### config.mk
export PLATFORM = sky130hd
export DESIGN_NAME = umspi_core
export DESIGN_NICKNAME = d
export VERILOG_FILES = /design/src/logic/umspi_pkg.sv /design/src/logic/umspi_baud.sv /design/src/logic/umspi_core.sv /design/src/logic/umspi_rxbuf.sv
export VERILOG_INCLUDE_DIRS = /design/src /design/src/logic
export SDC_FILE = /design/constraint.sdc
export NUM_CORES = 1
export LEC_CHECK = 0
export BUFFER_PORTS_ARGS = -buffer_cell sky130_fd_sc_hd__buf_2
export CORE_ASPECT_RATIO = 0.8
export CORE_MARGIN = 2
export CORE_UTILIZATION = 40
export CTS_CLUSTER_SIZE = 8
export DETAILED_ROUTE_END_ITERATION = 10
export SYNTH_ARGS = -nofsm -noshare
export SYNTH_HDL_FRONTEND = slang
export SYNTH_SLANG_ARGS = --single-unit
### constraint.sdc
create_clock -name mclk -period 3.2 [get_ports mclk]
set_input_delay 0.32 -clock mclk [delete_from_list [all_inputs] [get_ports mclk]]
set_output_delay 0.32 -clock mclk [all_outputs]
set_load 0.01 [all_outputs]
### src/logic/umspi_regs.svh
// Purpose: constants for the master spi transfer block
// Assumes: 20 MHz mclk, byte frames
// Notes:   rule overview below
// Overview of operation
// - every frame carries exactly eight data bits, msb or lsb first
// - after a frame, start the next queued one or idle serial out high
// - one bit order select governs both transmitter and receiver
// - two back to back bytes give sixteen bits; complete flag after both
// - receiver never runs alone; transmitter generates the clock
// - baud divider resets to zero
// - transmitter enable makes serial out carry shift data
// - receiver enable takes serial in as receive data
// - transfer clock pin is the shift clock in every case
// - every transfer, even receive only, starts on a data write
// - written byte waits in transmit buffer until shifter is free
// - on overflow the newest received byte is dropped, older kept
// - receive, transmit complete and buffer empty flags as in uart mode
// - framing, overrun and parity flags always read zero
// - transmitter double buffered, receiver two levels, no collision flag
// - master only, no slave select
// - polarity and phase choose the four spi modes
// - transfer clock is system clock over two times (divider plus one)
`ifndef UMSPI_REGS_SVH
`define UMSPI_REGS_SVH
`define UMSPI_FRAME_BITS   4'h8
`define UMSPI_BIT_CNT_W    4
`define UMSPI_DIV_W        12
`define UMSPI_DIV_RESET    12'h000
`define UMSPI_BYTE_RESET   8'h00
`define UMSPI_RX_DEPTH     2
`define UMSPI_LAST_BIT     4'h7
`endif

### src/logic/umspi_pkg.sv
// Purpose: shared types for the master spi transfer block
// Assumes: umspi_regs.svh included for widths
// Notes:   config and status travel as packed structs
`include "umspi_regs.svh"
package umspi_pkg;
  typedef struct packed {
    logic                    transmitter_enable;
    logic                    receiver_enable;
    logic                    bit_order_select;
    logic                    clock_polarity_bit;
    logic                    clock_phase_bit;
    logic [`UMSPI_DIV_W-1:0] baud_divider;
  } umspi_cfg_type;

  typedef struct packed {
    logic receive_complete_flag;
    logic transmit_complete_flag;
    logic buffer_empty_flag;
    logic framing_error_flag;
    logic receive_overrun_flag;
    logic parity_error_flag;
  } umspi_status_type;

  typedef enum logic [1:0] {
    umspi_idle,
    umspi_lead,
    umspi_trail
  } umspi_state_type;
endpackage : umspi_pkg

### src/logic/umspi_baud.sv
// Purpose: baud tick generator
// Assumes: divider stable while running
// Notes:   tick every divider+1 clocks gives half periods
`timescale 1ns/100ps
`include "umspi_regs.svh"
module umspi_baud (
  // clock and reset
  input  wire logic                    mclk,
  input  wire logic                    rst,
  // control
  input  wire logic                    run,
  input  wire logic [`UMSPI_DIV_W-1:0] divider,
  // output
  output logic                         tick
);
  logic [`UMSPI_DIV_W-1:0] cnt_q;
  logic [`UMSPI_DIV_W-1:0] cnt_d;

  always_comb begin
    tick  = 1'b0;
    cnt_d = `UMSPI_DIV_RESET;
    if (run) begin
      if (cnt_q >= divider) begin
        tick = 1'b1;
      end else begin
        cnt_d = cnt_q + 12'h001;
      end
    end
  end

  always_ff @(posedge mclk or posedge rst) begin
    if (rst) begin
      cnt_q <= `UMSPI_DIV_RESET;
    end else begin
      cnt_q <= cnt_d;
    end
  end
endmodule : umspi_baud

### src/logic/umspi_core.sv
// Purpose: master spi transfer control on a uart port
// Assumes: software keeps format stable during transfers
// Notes:   no slave select; select lines live outside
`timescale 1ns/100ps
`include "umspi_regs.svh"
module umspi_core (
  // clock and reset
  input  wire logic                     mclk,
  input  wire logic                     rst,
  // configuration
  input  wire umspi_pkg::umspi_cfg_type cfg,
  // data buffer access
  input  wire logic                     data_write,
  input  wire logic [7:0]               data_wdata,
  input  wire logic                     data_read,
  output logic [7:0]                    data_rdata,
  // flag control
  input  wire logic                     tx_complete_clear,
  output umspi_pkg::umspi_status_type   status,
  // pins
  input  wire logic                     serial_in_pin,
  output logic                          serial_out_pin,
  output logic                          serial_out_oe,
  output logic                          transfer_clock_pin,
  output logic                          transfer_clock_oe
);
  logic                        sin_s1_q;
  logic                        sin_s2_q;
  logic                        sin_s3_q;
  logic                        sin_q;
  logic                        sin_d;
  umspi_pkg::umspi_state_type  st_q;
  umspi_pkg::umspi_state_type  st_d;
  logic [7:0]                  txbuf_q;
  logic [7:0]                  txbuf_d;
  logic                        txfull_q;
  logic                        txfull_d;
  logic [7:0]                  shtx_q;
  logic [7:0]                  shtx_d;
  logic [7:0]                  shrx_q;
  logic [7:0]                  shrx_d;
  logic [`UMSPI_BIT_CNT_W-1:0] bit_q;
  logic [`UMSPI_BIT_CNT_W-1:0] bit_d;
  logic                        sck_q;
  logic                        sck_d;
  logic                        sout_q;
  logic                        sout_d;
  logic                        txc_q;
  logic                        txc_d;
  logic                        rxpush;
  logic [7:0]                  rxbyte;
  logic                        rx_ne;
  logic [7:0]                  rx_head;
  logic                        tick;
  logic                        running;

  // bit selected for output from shift register by order
  function automatic logic out_bit(input logic [7:0] v, input logic lsb_first);
    out_bit = lsb_first ? v[0] : v[7];
  endfunction : out_bit

  // shift in at the side opposite to output
  function automatic logic [7:0] shift_in(input logic [7:0] v, input logic b,
                                          input logic lsb_first);
    shift_in = lsb_first ? {b, v[7:1]} : {v[6:0], b};
  endfunction : shift_in

  // input passes three stages; the value moves once stages two and three agree
  always_comb begin
    sin_d = sin_q;
    if (sin_s2_q == sin_s3_q) begin
      sin_d = sin_s3_q;
    end
  end

  always_ff @(posedge mclk or posedge rst) begin
    if (rst) begin
      sin_s1_q <= 1'b1;
      sin_s2_q <= 1'b1;
      sin_s3_q <= 1'b1;
      sin_q    <= 1'b1;
    end else begin
      sin_s1_q <= serial_in_pin;
      sin_s2_q <= sin_s1_q;
      sin_s3_q <= sin_s2_q;
      sin_q    <= sin_d;
    end
  end

  assign running = (st_q != umspi_pkg::umspi_idle);

  umspi_baud u_baud (
    .mclk    (mclk),
    .rst     (rst),
    .run     (running),
    .divider (cfg.baud_divider),
    .tick    (tick)
  );

  always_comb begin
    st_d    = st_q;
    txbuf_d = txbuf_q;
    txfull_d = txfull_q;
    shtx_d  = shtx_q;
    shrx_d  = shrx_q;
    bit_d   = bit_q;
    sck_d   = sck_q;
    sout_d  = sout_q;
    txc_d   = txc_q;
    rxpush  = 1'b0;
    rxbyte  = shrx_q;
    if (tx_complete_clear) begin
      txc_d = 1'b0;
    end
    // writes only count while the transmitter runs the clock
    if (data_write && cfg.transmitter_enable && !txfull_q) begin
      txbuf_d  = data_wdata;
      txfull_d = 1'b1;
    end
    unique case (st_q)
      umspi_pkg::umspi_idle: begin
        sck_d  = cfg.clock_polarity_bit;
        sout_d = 1'b1;
        if (txfull_q && cfg.transmitter_enable) begin
          shtx_d   = txbuf_q;
          txfull_d = txfull_d & data_write & ~txfull_q;
          bit_d    = `UMSPI_BIT_CNT_W'(0);
          st_d     = umspi_pkg::umspi_lead;
          // phase 0 sets up the first bit before the leading edge
          if (!cfg.clock_phase_bit) begin
            sout_d = out_bit(txbuf_q, cfg.bit_order_select);
          end
        end
      end
      umspi_pkg::umspi_lead: begin
        if (tick) begin
          sck_d = ~cfg.clock_polarity_bit;
          st_d  = umspi_pkg::umspi_trail;
          if (cfg.clock_phase_bit) begin
            sout_d = out_bit(shtx_q, cfg.bit_order_select);
          end else begin
            shrx_d = shift_in(shrx_q, sin_q, cfg.bit_order_select);
          end
        end
      end
      umspi_pkg::umspi_trail: begin
        if (tick) begin
          sck_d = cfg.clock_polarity_bit;
          if (cfg.clock_phase_bit) begin
            shrx_d = shift_in(shrx_q, sin_q, cfg.bit_order_select);
          end
          shtx_d = cfg.bit_order_select ? {1'b0, shtx_q[7:1]} : {shtx_q[6:0], 1'b0};
          if (bit_q == `UMSPI_LAST_BIT) begin
            rxbyte = cfg.clock_phase_bit ?
                     shift_in(shrx_q, sin_q, cfg.bit_order_select) : shrx_q;
            rxpush = cfg.receiver_enable;
            if (txfull_q) begin
              shtx_d   = txbuf_q;
              txfull_d = 1'b0;
              bit_d    = `UMSPI_BIT_CNT_W'(0);
              st_d     = umspi_pkg::umspi_lead;
              sout_d   = cfg.clock_phase_bit ? sout_q
                         : out_bit(txbuf_q, cfg.bit_order_select);
            end else begin
              txc_d  = 1'b1;
              // phase 1 samples on this edge: hold last bit, idle raises it next cycle
              sout_d = cfg.clock_phase_bit ? sout_q : 1'b1;
              st_d   = umspi_pkg::umspi_idle;
            end
          end else begin
            bit_d = bit_q + `UMSPI_BIT_CNT_W'(1);
            st_d  = umspi_pkg::umspi_lead;
            if (!cfg.clock_phase_bit) begin
              sout_d = cfg.bit_order_select ? shtx_q[1] : shtx_q[6];
            end
          end
        end
      end
    endcase
  end

  always_ff @(posedge mclk or posedge rst) begin
    if (rst) begin
      st_q     <= umspi_pkg::umspi_idle;
      txbuf_q  <= `UMSPI_BYTE_RESET;
      txfull_q <= 1'b0;
      shtx_q   <= `UMSPI_BYTE_RESET;
      shrx_q   <= `UMSPI_BYTE_RESET;
      bit_q    <= `UMSPI_BIT_CNT_W'(0);
      sck_q    <= 1'b0;
      sout_q   <= 1'b1;
      txc_q    <= 1'b0;
    end else begin
      st_q     <= st_d;
      txbuf_q  <= txbuf_d;
      txfull_q <= txfull_d;
      shtx_q   <= shtx_d;
      shrx_q   <= shrx_d;
      bit_q    <= bit_d;
      sck_q    <= sck_d;
      sout_q   <= sout_d;
      txc_q    <= txc_d;
    end
  end

  umspi_rxbuf u_rxbuf (
    .mclk      (mclk),
    .rst       (rst),
    .push      (rxpush),
    .push_data (rxbyte),
    .pop       (data_read),
    .head_data (rx_head),
    .not_empty (rx_ne)
  );

  assign data_rdata         = rx_head;
  assign serial_out_pin     = sout_q;
  assign serial_out_oe      = cfg.transmitter_enable;
  assign transfer_clock_pin = sck_q;
  assign transfer_clock_oe  = cfg.transmitter_enable;

  always_comb begin
    status.receive_complete_flag  = rx_ne;
    status.transmit_complete_flag = txc_q;
    status.buffer_empty_flag      = ~txfull_q;
    status.framing_error_flag     = 1'b0;
    status.receive_overrun_flag   = 1'b0;
    status.parity_error_flag      = 1'b0;
  end
endmodule : umspi_core

### src/logic/umspi_rxbuf.sv
// Purpose: two level receive buffer
// Assumes: one push per frame, pop on data read
// Notes:   full buffer drops the incoming byte
`timescale 1ns/100ps
`include "umspi_regs.svh"
module umspi_rxbuf (
  // clock and reset
  input  wire logic       mclk,
  input  wire logic       rst,
  // fill side
  input  wire logic       push,
  input  wire logic [7:0] push_data,
  // drain side
  input  wire logic       pop,
  output logic [7:0]      head_data,
  output logic            not_empty
);
  logic [7:0] mem_q [`UMSPI_RX_DEPTH];
  logic [7:0] mem_d [`UMSPI_RX_DEPTH];
  logic [1:0] cnt_q;
  logic [1:0] cnt_d;

  always_comb begin
    mem_d = mem_q;
    cnt_d = cnt_q;
    if (pop && cnt_q != 2'h0) begin
      mem_d[0] = mem_q[1];
      cnt_d    = cnt_q - 2'h1;
    end
    // full and no room freed: newest byte is lost
    if (push && cnt_d != 2'(`UMSPI_RX_DEPTH)) begin
      mem_d[cnt_d[0]] = push_data;
      cnt_d           = cnt_d + 2'h1;
    end
  end

  always_ff @(posedge mclk or posedge rst) begin
    if (rst) begin
      mem_q[0] <= `UMSPI_BYTE_RESET;
      mem_q[1] <= `UMSPI_BYTE_RESET;
      cnt_q    <= 2'h0;
    end else begin
      mem_q <= mem_d;
      cnt_q <= cnt_d;
    end
  end

  assign head_data = mem_q[0];
  assign not_empty = (cnt_q != 2'h0);
endmodule : umspi_rxbuf

==> impl_metrics.env <==
export IMPL_cp_required_ns=3.45
export IMPL_ir_worst_vdd_v=0.000362
export IMPL_h_tree_depth=3
export IMPL_status="completed"
export IMPL_r2r_cells=7
export IMPL_synth_fa_ha_area_share_pct=6.42
export IMPL_dieArea_sq_um=10500
export IMPL_synth_main_ff_cell="dfrtp_1"
export IMPL_period_share_pct=88.8
export IMPL_synth_compound_area_share_pct=11.5
export IMPL_synth_area_top_cells="dfrtp_1, mux2i_1, ha_1, mux2_2, dfstp_2"
export IMPL_cts_hold_buf=0
export IMPL_grt_max_degree=38
export IMPL_p_total_uw=2970
export IMPL_final_setup_viol_count=0
export IMPL_hold_viol_final=0
export IMPL_grt_overflow=0
export IMPL_via_per_inst=4.97
export IMPL_crit_fanout=9
export IMPL_fin_nets=460
export IMPL_synthMuxAreaShare_pct=15.9
export IMPL_worst_pin_slew_ns=0.950
export IMPL_final_cells=534
export IMPL_netlist_top_cells_count="dfrtp_1, mux2i_1, inv_1"
export IMPL_num_io_pins=49
export IMPL_synthArstFlopShare_pct=100
export IMPL_firstDrtPassIters=4
export IMPL_max_freq_ghz=0.352
export IMPL_wire_per_inst_um=13.8
export IMPL_grt_util_all_layers_pct=15.9
export IMPL_seqPwrFrac_pct=42.1
export IMPL_root_buffer="clkbuf_16"
export IMPL_portBuffers=45
export IMPL_initial_core_util_pct=40.5
export IMPL_rows=32
export IMPL_drt_initial_drc_count=132
export IMPL_drive_above_1_share_pct=22.4
export IMPL_drt_total_wl_um=7360
export IMPL_fin_skew_ns=0.00749
export IMPL_intPower_uw=2040
export IMPL_crit_arrival_ns=3.09
export IMPL_cp_cell_sequence="ha_1, nand4_1, a2111oi_4, a2111oi_4, or2_1, nor4_4, mux2i_1"
export IMPL_hp_class="in2async"
export IMPL_grt_pass1_vias=2776
export IMPL_antenna_found_initial=0
export IMPL_core_area_sq_um=9530
export IMPL_rsz0062_at_grt="false"
export IMPL_place_inst=518
export IMPL_synth_most_common_cell="dfrtp_1"
export IMPL_fin_tns_setup_ns=0
export IMPL_clk_pin_slew_worst_paths_ns=0.05
export IMPL_vias=2654
export IMPL_synth_cells=378
export IMPL_yosysUniqueCellTypes=55
export IMPL_critPathMaxStageDelay_ns=0.70
export IMPL_globalplace_congestion=0.802
export IMPL_power_switching_uw=932
export IMPL_fp_dieW_um=114
export IMPL_synth_top_area_share_pct=40.8
export IMPL_die_h_um=91.9
export IMPL_synth_area_per_cell_sq_um=10.2
export IMPL_cts_tree="done"
export IMPL_synth_seq_cells=68
export IMPL_finalCriticalPeriod_ns=2.84
export IMPL_cap_violations=0
export IMPL_yosys_area_share_simple_pct=11.2
export IMPL_area_growth_pct=13.4
export IMPL_p_leak_uw=0.00208
export IMPL_cts_setup_buffers=0
export IMPL_yosys_warnings=0
export IMPL_slowest_stage="nor4_4"
export IMPL_final_max_slew_violation_count=0
export IMPL_synth_top_family_by_area="multiplexers"
export IMPL_pwr_density_cell_nw_per_um2=679
export IMPL_numCtsBuffers=9
export IMPL_slew_headroom_pct=36.2
export IMPL_synth_enable_flop_cells=0
export IMPL_clkLatencyLatePin_ns=0.33
export IMPL_yosysSeqAreaShare_pct=44.2
export IMPL_cts_buffer_depth=2
export IMPL_n_antenna_cell=0
export IMPL_yosysTopAreaCell="dfrtp_1"
export IMPL_crit_top_cell="a2111oi_4"
export IMPL_critPathCaptureType="flip-flop"
export IMPL_hpwl_um=5390
export IMPL_synth_xor_area_share_pct=2.72
export IMPL_clkSinkCount=68
export IMPL_synthesis_area_sq_um=3860
export IMPL_post_cts_resized=0
export IMPL_startpoint_type="flip-flop"
export IMPL_drc_errors=0
export IMPL_grt_first_pass_wirelength_um=13100
export IMPL_combPwrFrac_pct=27.5
export IMPL_switching_share_pct=31.4
export IMPL_clkPwrFrac_pct=30.4
export IMPL_crit_type="reg2reg"
export IMPL_ant_nets=0
==> worst max-delay path: cells and delay by family, from the launching register on <==
kind                     cells  cell delay, ns
AO/OA/AOI/OAI                2            0.50
flip-flops                   1            0.42
AND/OR/NAND/NOR              3            1.25
adder cells (fa/ha/maj)      1            0.31
multiplexers                 1            0.27
==> worst paths after layout <==
path	start	slack, ns	end
worst max register to register	u_baud.cnt_q[9]	0.36	flip-flop
max in group asynchronous	rst	2.41	sin_s3_q
min in group mclk	serial_in_pin	0.09	sin_s1_q
worst max-delay path	u_baud.cnt_q[9]	0.36	flip-flop
worst min register to register	sin_s1_q	0.35	sin_s2_q
worst min-delay path	rst	0.09	shtx_q[2]
==> final cells by class <==
type                    instances  area [sq um]
fillers                       921          5150
well taps                     119           149
clock inverters                 2          10.0
multi-input cells             248          1860
flip-flops and latches         68          1710
repair buffers                 48           260
inverters                      35           131
clock buffers                  14           264
==> logic make-up after synthesis <==
family / after synthesis
flops: 68
xor+xnor: 12
buf+inv: 64
compound gates: 65
fa+ha+maj: 20
other cells: 1
mux: 59
simple gates: 89
==> power groups by stage <==
stage | Combinational, uW | Sequential [uW] | Clock, uW
CTS | 830 | 1260 | 934
finish | 816 | 1250 | 903
global placement | 792 | 1260 | 0
floorplan | 677 | 1210 | 0
detailed placement | 820 | 1270 | 0
global route | 937 | 1290 | 965
==> placed cells by master (no fill, tap or decap), drive strengths merged, types with 4 or more instances in the layout <==
| cell | instances |
|---|---|
| a21oi | 18 |
| and3 | 4 |
| buf | 48 |
| clkbuf | 14 |
| dfrtp | 63 |
| dfstp | 5 |
| ha | 19 |
| inv | 35 |
| mux2 | 18 |
| mux2i | 41 |
| nand2 | 26 |
| nand3 | 7 |
| nand4 | 4 |
| nor2 | 31 |
| o21ai | 22 |
| xnor2 | 6 |
| xor2 | 6 |
==> per-stage QoR <==
step	setup slack (ns)	hold slack (ns)	utilization, %	area, sq um
finish	0.358	0.0895	45.9	4380
global route	0.115	0.0779	45.9	4380
CTS	0.285	0.0769	45.9	4380
detailed placement	0.312	0.349	43.1	4100
global placement	0.405	0.347	43.1	4100
floorplan	0.571	0.324	-	3870
==> metal layers <==
| layer | wire length, um | track usage [%] | up-vias |
|---|---|---|---|
| met5 | 0 | 0 | - |
| met4 | 131 | 6.10 | 0 |
| met3 | 288 | 4.49 | 13 |
| met2 | 3360 | 24.5 | 38 |
| met1 | 3570 | 21.2 | 1257 |
| li1 | - | - | 1346 |
No activity file was read; power rests on OpenSTA's default activity.
